## src/hw/ocfs_pkg.sv

```systemverilog
// Constants shared by the output clock frequency select block
`default_nettype none
package ocfs_pkg;
    // Register indices; byte address is four times the index
    localparam logic [7:0] REG_SEL_AB   = 8'h60;
    localparam logic [7:0] REG_SEL_CD   = 8'h61;
    localparam logic [7:0] REG_SEL_EF   = 8'h62;
    localparam logic [7:0] REG_SEL_G    = 8'h63;
    localparam logic [7:0] REG_AUX_MODE = 8'h64;
    localparam logic [7:0] REG_MAIN     = 8'h65;
    localparam logic [7:0] REG_DIGCFG   = 8'h66;
    localparam logic [7:0] REG_STATUS   = 8'h67;
    localparam int         NUM_SEL_REGS = 4;
    localparam int         NUM_PORTS    = 7;
    localparam logic [7:0] REG_RESET    = 8'h00;

    // Field positions
    localparam int MODE_LSB     = 0;
    localparam int BORROW_FLSB  = 4;
    localparam int BORROW_BIT   = 6;
    localparam int DIG1_LSB     = 0;
    localparam int DIG1_SONET   = 2;
    localparam int DIG2_LSB     = 3;
    localparam int DIG2_SONET   = 5;
    localparam int SYNC_SRC_BIT = 7;
    localparam int NIB          = 4;

    // Path mode codes
    localparam logic [2:0] MAIN_BAD_MIN   = 3'h6;
    localparam logic [2:0] AUX_BORROW_OFS = 3'h2;

    // Port selector codes
    localparam logic [3:0] SEL_OFF  = 4'h0;
    localparam logic [3:0] SEL_2K   = 4'h1;
    localparam logic [3:0] SEL_8K   = 4'h2;
    localparam logic [3:0] SEL_DIG2 = 4'h3;
    localparam logic [3:0] SEL_DIG1 = 4'h4;
    localparam logic [3:0] SEL_M48  = 4'h5;
    localparam logic [3:0] SEL_M16  = 4'h6;
    localparam logic [3:0] SEL_M12  = 4'h7;
    localparam logic [3:0] SEL_M8   = 4'h8;
    localparam logic [3:0] SEL_M6   = 4'h9;
    localparam logic [3:0] SEL_M4   = 4'ha;
    localparam logic [3:0] SEL_A64  = 4'hb;
    localparam logic [3:0] SEL_A48  = 4'hc;
    localparam logic [3:0] SEL_A16  = 4'hd;
    localparam logic [3:0] SEL_A8   = 4'he;
    localparam logic [3:0] SEL_A4   = 4'hf;

    // Port positions with exceptions
    localparam int PORT_D = 3;
    localparam int PORT_E = 4;
    localparam int PORT_F = 5;
    localparam int PORT_G = 6;

    // Route kinds
    localparam logic [2:0] K_OFF   = 3'h0;
    localparam logic [2:0] K_2K    = 3'h1;
    localparam logic [2:0] K_8K    = 3'h2;
    localparam logic [2:0] K_DIG2  = 3'h3;
    localparam logic [2:0] K_DIG1  = 3'h4;
    localparam logic [2:0] K_MAIN  = 3'h5;
    localparam logic [2:0] K_AUX   = 3'h6;
    localparam logic [2:0] K_MAIN1 = 3'h7;

    // Divider bank taps
    localparam int NUM_DIVS = 8;
    localparam logic [2:0] D2  = 3'h0;
    localparam logic [2:0] D4  = 3'h1;
    localparam logic [2:0] D6  = 3'h2;
    localparam logic [2:0] D8  = 3'h3;
    localparam logic [2:0] D12 = 3'h4;
    localparam logic [2:0] D16 = 3'h5;
    localparam logic [2:0] D48 = 3'h6;
    localparam logic [2:0] D64 = 3'h7;
    localparam int DIV_RATIO [NUM_DIVS] = '{2, 4, 6, 8, 12, 16, 48, 64};
    localparam int DIV_WRAP = 192;
    localparam int CNT_W    = 8;

    typedef enum logic [1:0] {
        OCFS_IDLE = 2'b01,
        OCFS_ACK  = 2'b10
    } ocfs_bus_e;
endpackage
`default_nettype wire

```

## src/hw/ocfs_divbank.sv

```systemverilog
// Free-running tick divider giving square waves at every tap ratio
`default_nettype none
module ocfs_divbank import ocfs_pkg::*; (
    input  wire logic                ref_clk,
    input  wire logic                rst_n,
    input  wire logic                ce,
    input  wire logic                tick,
    output logic [NUM_DIVS-1:0]      sq_q
);
    logic [CNT_W-1:0]    cnt_q;
    logic [CNT_W-1:0]    cnt_d;
    logic [NUM_DIVS-1:0] sq_d;

    // One counter wrapping at a common multiple keeps every tap phase-stable
    always_comb begin
        cnt_d = cnt_q;
        if (tick) begin
            cnt_d = (cnt_q == CNT_W'(DIV_WRAP - 1)) ? '0 : cnt_q + 1'b1;
        end
    end

    for (genvar i = 0; i < NUM_DIVS; i++) begin : g_tap
        always_comb begin
            sq_d[i] = (int'(cnt_q) % DIV_RATIO[i]) < (DIV_RATIO[i] / 2);
        end
    end

    always_ff @(posedge ref_clk or negedge rst_n) begin
        if (!rst_n) begin
            cnt_q <= '0;
            sq_q  <= '0;
        end else if (ce) begin
            cnt_q <= cnt_d;
            sq_q  <= sq_d;
        end
    end
endmodule
`default_nettype wire

```

## src/hw/ocfs_top.sv

```systemverilog
// Output clock frequency select: path modes and seven port source muxes
`default_nettype none
module ocfs_top import ocfs_pkg::*; #(
    parameter int ADDR_W = 10
) (
    input  wire logic              ref_clk,
    input  wire logic              rst_n,
    input  wire logic              ce,
    input  wire logic [ADDR_W-1:0] address,
    input  wire logic              read,
    input  wire logic              write,
    input  wire logic [31:0]       writedata,
    output logic [31:0]            readdata,
    output logic                   waitrequest,
    input  wire logic              main_tick,
    input  wire logic              aux_tick,
    input  wire logic              main_2k,
    input  wire logic              main_8k,
    input  wire logic              aux_2k,
    input  wire logic              aux_8k,
    input  wire logic              prog_freq_first,
    input  wire logic              prog_freq_second,
    output logic                   out_port_a,
    output logic                   out_port_b,
    output logic                   out_port_c,
    output logic                   out_port_d,
    output logic                   out_port_e,
    output logic                   out_port_f,
    output logic                   out_port_g,
    output logic [2:0]             main_pll_code,
    output logic                   main_mode_bad,
    output logic [2:0]             aux_pll_code,
    output logic [2:0]             prog_freq_first_cfg,
    output logic [2:0]             prog_freq_second_cfg
);
    // ==========================================================
    // Register bus
    ocfs_bus_e        st_q;
    ocfs_bus_e        st_d;
    logic [7:0]       sel_q [NUM_SEL_REGS];
    logic [7:0]       sel_d [NUM_SEL_REGS];
    logic [7:0]       aux_q;
    logic [7:0]       aux_d;
    logic [7:0]       main_q;
    logic [7:0]       main_d;
    logic [7:0]       dig_q;
    logic [7:0]       dig_d;
    logic [31:0]      rdata_q;
    logic [31:0]      rdata_d;
    logic             wait_q;
    logic             wait_d;
    logic [7:0]       idx;
    logic             wr_go;
    logic [NUM_PORTS-1:0] out_q;
    logic [NUM_PORTS-1:0] out_d;

    assign idx   = address[ADDR_W-1:2];
    assign wr_go = write && (st_q == OCFS_ACK);

    always_comb begin
        st_d    = st_q;
        wait_d  = wait_q;
        rdata_d = rdata_q;
        sel_d   = sel_q;
        aux_d   = aux_q;
        main_d  = main_q;
        dig_d   = dig_q;
        case (st_q)
            OCFS_IDLE: begin
                if (read || write) begin
                    st_d    = OCFS_ACK;
                    wait_d  = 1'b0;
                    rdata_d = '0;
                    if (idx >= REG_SEL_AB && idx <= REG_SEL_G) begin
                        rdata_d[7:0] = sel_q[2'(idx - REG_SEL_AB)];
                    end else if (idx == REG_AUX_MODE) begin
                        rdata_d[7:0] = aux_q;
                    end else if (idx == REG_MAIN) begin
                        rdata_d[7:0] = main_q;
                    end else if (idx == REG_DIGCFG) begin
                        rdata_d[7:0] = dig_q;
                    end else if (idx == REG_STATUS) begin
                        rdata_d[NUM_PORTS-1:0] = out_q;
                    end
                end
            end
            OCFS_ACK: begin
                st_d   = OCFS_IDLE;
                wait_d = 1'b1;
                if (wr_go) begin
                    if (idx >= REG_SEL_AB && idx <= REG_SEL_G) begin
                        sel_d[2'(idx - REG_SEL_AB)] = writedata[7:0];
                    end else if (idx == REG_AUX_MODE) begin
                        aux_d = writedata[7:0];
                    end else if (idx == REG_MAIN) begin
                        main_d = writedata[7:0];
                    end else if (idx == REG_DIGCFG) begin
                        dig_d = writedata[7:0];
                    end
                end
            end
            default: begin
                st_d   = OCFS_IDLE;
                wait_d = 1'b1;
            end
        endcase
    end

    always_ff @(posedge ref_clk or negedge rst_n) begin
        if (!rst_n) begin
            st_q    <= OCFS_IDLE;
            wait_q  <= 1'b1;
            rdata_q <= '0;
            for (int i = 0; i < NUM_SEL_REGS; i++) begin
                sel_q[i] <= REG_RESET;
            end
            aux_q   <= REG_RESET;
            main_q  <= REG_RESET;
            dig_q   <= REG_RESET;
        end else if (ce) begin
            st_q    <= st_d;
            wait_q  <= wait_d;
            rdata_q <= rdata_d;
            sel_q   <= sel_d;
            aux_q   <= aux_d;
            main_q  <= main_d;
            dig_q   <= dig_d;
        end
    end

    assign readdata    = rdata_q;
    assign waitrequest = wait_q;

    // ==========================================================
    // Path mode outputs
    logic [2:0] mpc_d;
    logic       mbad_d;
    logic [2:0] apc_d;
    logic [2:0] pf1_d;
    logic [2:0] pf2_d;
    logic [2:0] mpc_q;
    logic       mbad_q;
    logic [2:0] apc_q;
    logic [2:0] pf1_q;
    logic [2:0] pf2_q;

    always_comb begin
        mpc_d  = main_q[MODE_LSB +: 3];
        // Forbidden codes are stored as written but flagged for software
        mbad_d = main_q[MODE_LSB +: 3] >= MAIN_BAD_MIN;
        // Borrowed main frequencies reuse the aux code of the same mode
        apc_d  = main_q[BORROW_BIT]
               ? 3'({1'b0, main_q[BORROW_FLSB +: 2]} + AUX_BORROW_OFS)
               : aux_q[MODE_LSB +: 3];
        pf1_d  = {dig_q[DIG1_SONET], dig_q[DIG1_LSB +: 2]};
        pf2_d  = {dig_q[DIG2_SONET], dig_q[DIG2_LSB +: 2]};
    end

    always_ff @(posedge ref_clk or negedge rst_n) begin
        if (!rst_n) begin
            mpc_q  <= '0;
            mbad_q <= 1'b0;
            apc_q  <= '0;
            pf1_q  <= '0;
            pf2_q  <= '0;
        end else if (ce) begin
            mpc_q  <= mpc_d;
            mbad_q <= mbad_d;
            apc_q  <= apc_d;
            pf1_q  <= pf1_d;
            pf2_q  <= pf2_d;
        end
    end

    assign main_pll_code        = mpc_q;
    assign main_mode_bad        = mbad_q;
    assign aux_pll_code         = apc_q;
    assign prog_freq_first_cfg  = pf1_q;
    assign prog_freq_second_cfg = pf2_q;

    // ==========================================================
    // Port source muxes
    logic [NUM_DIVS-1:0] msq;
    logic [NUM_DIVS-1:0] asq;
    logic [3:0]          code [NUM_PORTS];

    // Dividers never stop, so switching taps lands on a running waveform
    ocfs_divbank u_main_div (
        .ref_clk (ref_clk),
        .rst_n   (rst_n),
        .ce      (ce),
        .tick    (main_tick),
        .sq_q    (msq)
    );
    ocfs_divbank u_aux_div (
        .ref_clk (ref_clk),
        .rst_n   (rst_n),
        .ce      (ce),
        .tick    (aux_tick),
        .sq_q    (asq)
    );

    function automatic logic [5:0] route(input int p, input logic [3:0] c);
        logic [5:0] r;
        r = {K_OFF, D2};
        case (c)
            SEL_OFF:  r = {K_OFF, D2};
            SEL_2K:   r = {K_2K, D2};
            SEL_8K:   r = {K_8K, D2};
            SEL_DIG2: r = (p == PORT_F) ? {K_MAIN, D2} : {K_DIG2, D2};
            SEL_DIG1: r = (p == PORT_G) ? {K_MAIN, D2} : {K_DIG1, D2};
            SEL_M48:  r = (p == PORT_F) ? {K_MAIN1, D2} : {K_MAIN, D48};
            SEL_M16:  r = {K_MAIN, D16};
            SEL_M12:  r = {K_MAIN, D12};
            SEL_M8:   r = {K_MAIN, D8};
            SEL_M6:   r = {K_MAIN, D6};
            SEL_M4:   r = {K_MAIN, D4};
            SEL_A64:  r = (p == PORT_D || p == PORT_E) ? {K_AUX, D2} : {K_AUX, D64};
            SEL_A48:  r = {K_AUX, D48};
            SEL_A16:  r = {K_AUX, D16};
            SEL_A8:   r = {K_AUX, D8};
            SEL_A4:   r = {K_AUX, D4};
            default:  r = {K_OFF, D2};
        endcase
        return r;
    endfunction

    for (genvar p = 0; p < NUM_PORTS; p++) begin : g_port
        logic [5:0] rt;
        assign code[p] = sel_q[p / 2][NIB * (p % 2) +: NIB];
        assign rt      = route(p, code[p]);
        always_comb begin
            case (rt[5:3])
                K_OFF:   out_d[p] = 1'b0;
                K_2K:    out_d[p] = dig_q[SYNC_SRC_BIT] ? aux_2k : main_2k;
                K_8K:    out_d[p] = dig_q[SYNC_SRC_BIT] ? aux_8k : main_8k;
                K_DIG2:  out_d[p] = prog_freq_second;
                K_DIG1:  out_d[p] = prog_freq_first;
                K_MAIN:  out_d[p] = msq[rt[2:0]];
                K_AUX:   out_d[p] = asq[rt[2:0]];
                K_MAIN1: out_d[p] = main_tick;
                default: out_d[p] = 1'b0;
            endcase
        end
    end

    always_ff @(posedge ref_clk or negedge rst_n) begin
        if (!rst_n) begin
            out_q <= '0;
        end else if (ce) begin
            out_q <= out_d;
        end
    end

    assign out_port_a = out_q[0];
    assign out_port_b = out_q[1];
    assign out_port_c = out_q[2];
    assign out_port_d = out_q[3];
    assign out_port_e = out_q[4];
    assign out_port_f = out_q[5];
    assign out_port_g = out_q[6];

    // ==========================================================
    // Assertions
    AST_MAIN_CODE: assert property (@(posedge ref_clk) disable iff (!rst_n)
        ce && $past(ce) && $stable(main_q) |-> main_pll_code == main_q[MODE_LSB +: 3])
        else $error("main pll code does not follow mode field");
    AST_MAIN_BAD: assert property (@(posedge ref_clk) disable iff (!rst_n)
        ce && main_q[MODE_LSB +: 3] >= MAIN_BAD_MIN ##1 ce |-> main_mode_bad)
        else $error("forbidden main mode not flagged");
    AST_BORROW: assert property (@(posedge ref_clk) disable iff (!rst_n)
        ce && main_q[BORROW_BIT] ##1 ce |->
        aux_pll_code == 3'({1'b0, $past(main_q[BORROW_FLSB +: 2])} + AUX_BORROW_OFS))
        else $error("borrowed aux code wrong");
    AST_SEL_WRITE: assert property (@(posedge ref_clk) disable iff (!rst_n)
        ce && wr_go && idx == REG_SEL_AB |=> sel_q[0] == $past(writedata[7:0]))
        else $error("selector write lost");
    AST_OFF_LOW: assert property (@(posedge ref_clk) disable iff (!rst_n)
        ce && code[0] == SEL_OFF |=> !out_port_a)
        else $error("off port not low");
    AST_DIG1: assert property (@(posedge ref_clk) disable iff (!rst_n)
        ce && code[0] == SEL_DIG1 |=> out_port_a == $past(prog_freq_first))
        else $error("first digital frequency not routed");
    AST_F_UNDIV: assert property (@(posedge ref_clk) disable iff (!rst_n)
        ce && code[PORT_F] == SEL_M48 |=> out_port_f == $past(main_tick))
        else $error("port f undivided path wrong");
    AST_SYNC_SRC: assert property (@(posedge ref_clk) disable iff (!rst_n)
        ce && code[0] == SEL_2K && dig_q[SYNC_SRC_BIT] |=> out_port_a == $past(aux_2k))
        else $error("2 kHz not from aux path");
    AST_PROG_CFG: assert property (@(posedge ref_clk) disable iff (!rst_n)
        ce && wr_go && idx == REG_DIGCFG ##1 ce ##1 ce |->
        prog_freq_first_cfg == {$past(writedata[DIG1_SONET], 2), $past(writedata[1:0], 2)})
        else $error("first digital config wrong");
    AST_WAIT_ONE: assert property (@(posedge ref_clk) disable iff (!rst_n)
        ce && (read || write) && waitrequest |=> !ce || !waitrequest)
        else $error("waitrequest not released");

    COV_WRITE: cover property (@(posedge ref_clk) disable iff (!rst_n) wr_go && ce);
    COV_BORROW: cover property (@(posedge ref_clk) disable iff (!rst_n) main_q[BORROW_BIT]);
    COV_PORT_F1: cover property (@(posedge ref_clk) disable iff (!rst_n)
        code[PORT_F] == SEL_M48 && out_port_f);
endmodule
`default_nettype wire

```

## config.mk

```make
export PLATFORM = sky130hd
export DESIGN_NAME = ocfs_top
export DESIGN_NICKNAME = d
export VERILOG_FILES = /design/src/hw/ocfs_pkg.sv /design/src/hw/ocfs_divbank.sv /design/src/hw/ocfs_top.sv
export SDC_FILE = /design/constraint.sdc
export NUM_CORES = 1
export LEC_CHECK = 0
export BUFFER_PORTS_ARGS = -buffer_cell sky130_fd_sc_hd__buf_2
export CAP_MARGIN = 10
export CORE_MARGIN = 2
export CORE_UTILIZATION = 54
export CTS_CLUSTER_SIZE = 28
export DETAILED_ROUTE_END_ITERATION = 16
export PLACE_DENSITY = 0.78
export SETUP_SLACK_MARGIN = 0.5
export SLEW_MARGIN = 0
export SYNTH_ARGS = -nofsm -noshare
export SYNTH_HDL_FRONTEND = slang
export SYNTH_SLANG_ARGS = --single-unit
```

## constraint.sdc

```tcl
create_clock -name ref_clk -period 3.3 [get_ports ref_clk]
set_clock_uncertainty 0.1 [all_clocks]
set_input_delay 0.495 -clock ref_clk [delete_from_list [all_inputs] [get_ports ref_clk]]
set_output_delay 0.495 -clock ref_clk [all_outputs]
set_load 0.05 [all_outputs]
```

After elaboration in Yosys (flattened, before gate mapping)
Memories as Yosys holds them, arrays and structs flattened. Cells that the tools add are included.

Add/sub/neg operators: 4. Div/mod/pow operators: 6. Order comparisons: 28. Equality and inequality tests: 58. Muxes and demuxes: 56. Bitwise gates (word level): 4. Reduce and logical (&&, ||, !) cells: 19.

Operators with widths (count): 3-bit == test, second input constant (28); 32-bit by 3-bit less-than comparator with 1-bit output, second input constant (2); 32-bit by 4-bit less-than comparator with 1-bit output, second input constant (2); 32-bit by 6-bit less-than comparator with 1-bit output, second input constant (2); 9-bit by 4-bit modulo with 32-bit output, second input constant (2); 9-bit by 5-bit modulo with 32-bit output, second input constant (2); 9-bit by 7-bit modulo with 32-bit output, second input constant (2); 8-bit 2-to-1 mux (8); 1-bit one-hot mux with 8 select lines (7); 1-bit binary-select mux with 3-bit select (14); 3-bit by 2-bit == test with 1-bit output, second input constant (14); 32-bit bitwise mux (1); 8-bit by 7-bit == test with 1-bit output, second input constant (4); 3-bit by 4-bit less-than comparator with 1-bit output, second input constant (7); 3-bit by 1-bit == test with 1-bit output, second input constant (7); 3-bit logical NOT (7); 1-bit 2-to-1 mux (19); 8-bit by 1-bit adder with 8-bit output, second input constant (2); 8-bit binary-select mux with 2-bit select (1); 8-bit demux with 2-bit select (1); 8-bit == test, second input constant (2); 7-bit 2-to-1 mux (2); 6-bit less-than comparator, second input constant (2); 8-bit by 7-bit >= comparator with 1-bit output, second input constant (1); other kinds (24) (36).

Register bits: 119. Memory bits (read-only): 672. Input port bits: 55. Word-level logic and storage cells: 202. Memories: 7.

Memories: (name not given) (depth 16, bits a word 6, rd ports 1, clocked after Yosys merged registers in 0, wr ports 0, line ocfs_top.sv:206) `case (c)`; (name not given) (depth 16, bits a word 6, rd ports 1, clocked after Yosys merged registers in 0, wr ports 0, line ocfs_top.sv:206); (name not given) (depth 16, bits a word 6, rd ports 1, clocked after Yosys merged registers in 0, wr ports 0, line ocfs_top.sv:206); (name not given) (depth 16, bits a word 6, rd ports 1, clocked after Yosys merged registers in 0, wr ports 0, line ocfs_top.sv:206); (name not given) (depth 16, bits a word 6, rd ports 1, clocked after Yosys merged registers in 0, wr ports 0, line ocfs_top.sv:206); (name not given) (depth 16, bits a word 6, rd ports 1, clocked after Yosys merged registers in 0, wr ports 0, line ocfs_top.sv:206); +1 memories.

Depth between registers and ports, before layout
Depth after elaboration: 7. Mapped depth: 16. Depth with buffers taken out: 14.

Cells and area by module
From an unflattened synthesis, not the netlist that was laid out.

Cells, all modules: 949. Area, all modules: 9004.9 um^2.

Modules (own cells, without submodules): ocfs_top (instances 1, cells each 599, area each 5914.4 um^2, seq. area each 2153.3 um^2); ocfs_divbank (instances 2, cells each 175, area each 1545.2 um^2, seq. area each 400.4 um^2).

Least setup slack after synthesis
No wires, ideal clock.

Kind: register to register. Start: reg u_main_div.cnt_q[6]. End: reg u_main_div.sq_q[2]. Data arrival time: 3090 ps. Required time: 3123 ps. Slack: 32 ps. Stages on the path, launching flop included: 17. Path buffers: 2. Clock period less this slack: 3268 ps. Path through: dfrtp_1 buf_2 clkbuf_1 ha_1 and4bb_1 a2111oi_4 nor2_2 nor3_1 o21ai_0 o21ai_0 ha_1 nand2_1 o21ai_1 a211oi_1 nor4b_2 o32ai_1 a21oi_1.

Longest elaborated chain between the ends: 2.

Ends and longest elaborated chain: start: declaration (line ocfs_divbank.sv:10) `logic [CNT_W-1:0] cnt_q;`; start signal: assignment (line ocfs_divbank.sv:33) `cnt_q <= cnt_d;`; 9-bit by 4-bit modulo with 32-bit output (line ocfs_divbank.sv:24) `sq_d[i] = (int'(cnt_q) % DIV_RATIO[i]) < (DIV_RATIO[i] / 2);`; 32-bit by 3-bit less-than comparator with 1-bit output (line ocfs_divbank.sv:24); end signal: assignment (line ocfs_divbank.sv:34) `sq_q <= sq_d;`; end: declaration (line ocfs_divbank.sv:8) `output logic [NUM_DIVS-1:0] sq_q`.

No other way between the ends. A chain may end at the register's enable or synchronous reset.

Worst setup path after layout
Start: reg u_main_div.cnt_q[7]. End: reg u_main_div.sq_q[2].

The elaborated chain is that of the path after synthesis.

==> results.md <==
- Most area-consuming cells after synthesis: dfrtp_1 (32%), mux2_2 (9.3%), o21ai_0 (4.1%), nand2_1 (4.0%), mux4_2 (3.7%)
- Detailed-routing iteration count for the pre-antenna-repair pass: 6
- Most used flip-flop cell after synthesis: dfrtp_1
- Reg2reg setup slack: 0.20 ns
- Top-area cell type share of the netlist area: 32.0%
- Height of the die: 134 µm
- WP data required: 3.55 ns
- Fillcell total: about 1400
- Max clock buf depth: 2
- Effective utilization at floorplan: 55.3%
- Final HPWL from detailed placement: 16700 µm
- Synth Instances: 1042
- Area growth syn-to-layout: 10.2%
- Hold worst-path end: u_aux_div.cnt_q[2]
- Via Count: 8255
- Number of synthesized flops with an enable pin: 0
- Total Wirelength: 24400 µm
- Final estimated routing congestion in global placement: 0.957
- Static leakage: around 0.0042 µW
- Global-route wire length before repair: 38900 µm
- Commonest non-fill, non-tap cell in the layout: dfrtp_1
- Maximum fanout encountered on the critical timing path: 6
- Final worst-path cycle share: about 94%
- Setup crit end kind: flop
- Type of origin of the critical path: flop
- Synthesized area: 9160 µm²
- Synth cell types: 97
- Boundary Pins: 108
- Dpl ws: roughly 0.18 ns
- Area enclosed by the die boundary: 18000 µm²
- Worst-case headroom to the max-slew limit: 43.4%
- Maximum number of pins on one net before global-route repair: 79
- Crit-path cells: ha_4 -> and4bb_1 -> a211oi_2 -> o21a_2 -> nand3_2 -> a31o_2 -> o21ai_1 -> ha_2 -> nand2_1 -> o21ai_1 -> a211oi_2 -> nor4b_2 -> o32ai_1 -> a21oi_1
- Post-Route Setup TNS: 0 ns
- Synthesis-stage register bit count: 118
- Layout cells sized above 1: around a quarter
- Proportion of synthesized chip area in sequential cells: 32.2%
- Aggregate global routing overflow: 0
- Drt drc: 0
- CTS clk-pin slew, worst paths: 0.06 ns
- Layout net count: approximately 1100
- Maximum resistive drop on vdd: 0.419 mV
- Max cap viols: 0
- Detailed Route Iter0 Violations: 980
- Final antenna-violating net count: 0
- Worst Hold Launch: aux_tick
- Cell class contributing the biggest share of worst-path delay: compound AO/OA/AOI/OAI gates
- Number of inserted diodes: 0
- Proportion of register bits with asynchronous set or reset after synthesis: 100%
- Arrival time of the worst setup path: 3.36 ns
- Root cell of the clock tree: clkbuf_16
- Classification of the worst setup path: flop to flop
- Status: completed
- Combined buffer and inverter count along the critical path: 0
- CTS tree: done
- Leading cell types in the layout, fill and taps excluded: dfrtp_1 (112), nand2_1 (97), nor2_1 (83), mux2_2 (76), o21ai_0 (72)
- Vias in the first global route: 7443
- Path category of the worst min-delay check: input port to flop
- CTS sink cnt: 118
- Cell count of the worst reg-to-reg path: 14
- Count of yosys warnings during synthesis: 0
- Mean Syn Cell Area: 8.79 µm²
- Standard cell with the maximum stage delay on the critical path: dfrtp_1
- Max-slew violation count: 0
- Global-route usage over all layers: between 20 and 30%
- Shortest period the worst path allows: ~3.1 ns
- Power density of the placed cells: 603 nW/µm²
- Total number of H-tree levels: 4
- Port Buf Inserts: 57
- Actual transition at the worst max-transition pin: 0.848 ns
- Worst flop-to-flop path endpoint: u_main_div.sq_q[2]
- Least setup slack across all paths after layout: 0.196 ns
- Standard cell core area: 16600 µm²
- Final Hold Violating Endpoints: 0
- Routed vias/inst: 6.46
- Num rows: 47
- Maximum clock rate: 322 MHz
- Die extent in x: about 130 µm
- Count of cells along the worst hold path: 3
- Crit path largest cell delay: 0.41 ns
- Wire per inst: 19.1 µm
- Unrepaired setup endpoints after global routing: yes
- Antenna violations before repair: 0
- Worst r2r src: u_main_div.cnt_q[7]
- # setup viols final: 0
- Most area-hungry cell type in the Yosys netlist: dfrtp_1
- Cts bufs inserted: 17
- CP Launch Point: u_main_div.cnt_q[7]
- Clock latency on the worst-skew pair: 0.43 ns
## registers in the layout, indices dropped and copies added, names as in the netlist
signal                cells
prog_freq_first_cfg       3
st_q                      2
main_mode_bad             1
u_main_div.sq_q           8
prog_freq_second_cfg      3
aux_pll_code              3
main_pll_code             3
u_aux_div.cnt_q           8
code                     28
u_aux_div.sq_q            8
sel_q                     4
out_q                     7
aux_q                     8
main_q                    8
u_main_div.cnt_q          8
readdata                  8
dig_q                     8
## worst max-delay path by stage
stage	end	cells past startpoint
after detailed placement	u_main_div.sq_q[2]	14
final	u_main_div.sq_q[2]	14
after floorplan	u_main_div.sq_q[2]	16
after global routing	u_main_div.sq_q[2]	14
after CTS	u_main_div.sq_q[2]	14
after global placement	u_main_div.sq_q[2]	14
## report_power, final
part           leakage, µW  internal (µW)  switching (µW)
logic              0.00243            960            1220
clock network     0.000275           1010             770
registers          0.00154           1610             517
## logic make-up (layout without fill, tap and decap cells)
kind of cell             after synthesis  count (layout)  share of synthesized area (%)
AND/OR/NAND/NOR                      311             311                           17.2
XOR/XNOR                              17              17                           1.71
AO/OA/AOI/OAI                        314             314                           23.3
adder cells (fa/ha/maj)               11              11                           1.49
flip-flops                           118             118                           32.2
buffers and inverters                151             144                           7.96
multiplexers                         119             119                           16.1
other                                  1              24                         0.0409
## cell usage after synthesis (all sizes together) (6+ instances only)
| cell | count |
|---|---|
| o21ai | 83 |
| xnor2 | 13 |
| mux2 | 76 |
| a21oi | 67 |
| mux4 | 15 |
| buf | 54 |
| mux2i | 28 |
| a21o | 6 |
| nand3 | 20 |
| nor2 | 85 |
| nor3b | 8 |
| nor2b | 17 |
| nand2b | 13 |
| a31oi | 22 |
| a221oi | 7 |
| o311ai | 6 |
| nor3 | 17 |
| dfrtp | 117 |
| o211ai | 7 |
| a32oi | 7 |
| o22ai | 9 |
| clkbuf | 66 |
| nand2 | 97 |
| a22oi | 9 |
| and3b | 7 |
| and3 | 8 |
| inv | 31 |
| a211oi | 10 |
| o221ai | 8 |
| o21a | 11 |
| ha | 10 |
## per-layer routing
metal	global-route usage [%]	up-vias	share of wire, %
li1	-	3826	-
met1	38.4	4001	42
met2	41.2	356	45
met3	4.84	72	8.2
met4	12.5	0	4.1
met5	0	-	0
## worst min-delay path, stage by stage
cell and delay, ns:
buf_2 0.11, nand3_1 0.09, xnor2_1 0.08
## stage by stage
step | hold slack, ns | power (µW) | util (%) | area (µm²) | cells
final | 0.295 | 6090 | 60.9 | 10100 | 1278
after global routing | 0.308 | 6410 | 60.9 | 10100 | 1278
after CTS | 0.280 | 5940 | 60.4 | 10000 | 1272
after detailed placement | 0.378 | 4140 | 56.7 | 9400 | 1236
after global placement | 0.364 | 4100 | 56.7 | 9400 | 1236
after floorplan | 0.0994 | 3650 | - | 9350 | 1065
## what timing repair did
action | in CTS | in global routing
endpoints found under the setup margin | 2 | 3
hold buffers | 1 | 0
pin swaps | 1 | 9
resized for setup | 4 | 11
gates cloned | 0 | 0
endpoints found under the hold margin | 40 | 0
setup buffers | 3 | 6
## layout make-up
type	count	area (µm²)	share of cell area [%]
tap	220	275	2.73
clock buffer	18	439	4.35
sequential	118	2960	29.3
multi-input combinational	796	5690	56.4
inverter	31	116	1.15
clock inverter	14	128	1.26
timing repair buffer	81	487	4.82
Power figures use the tool's default switching activity.
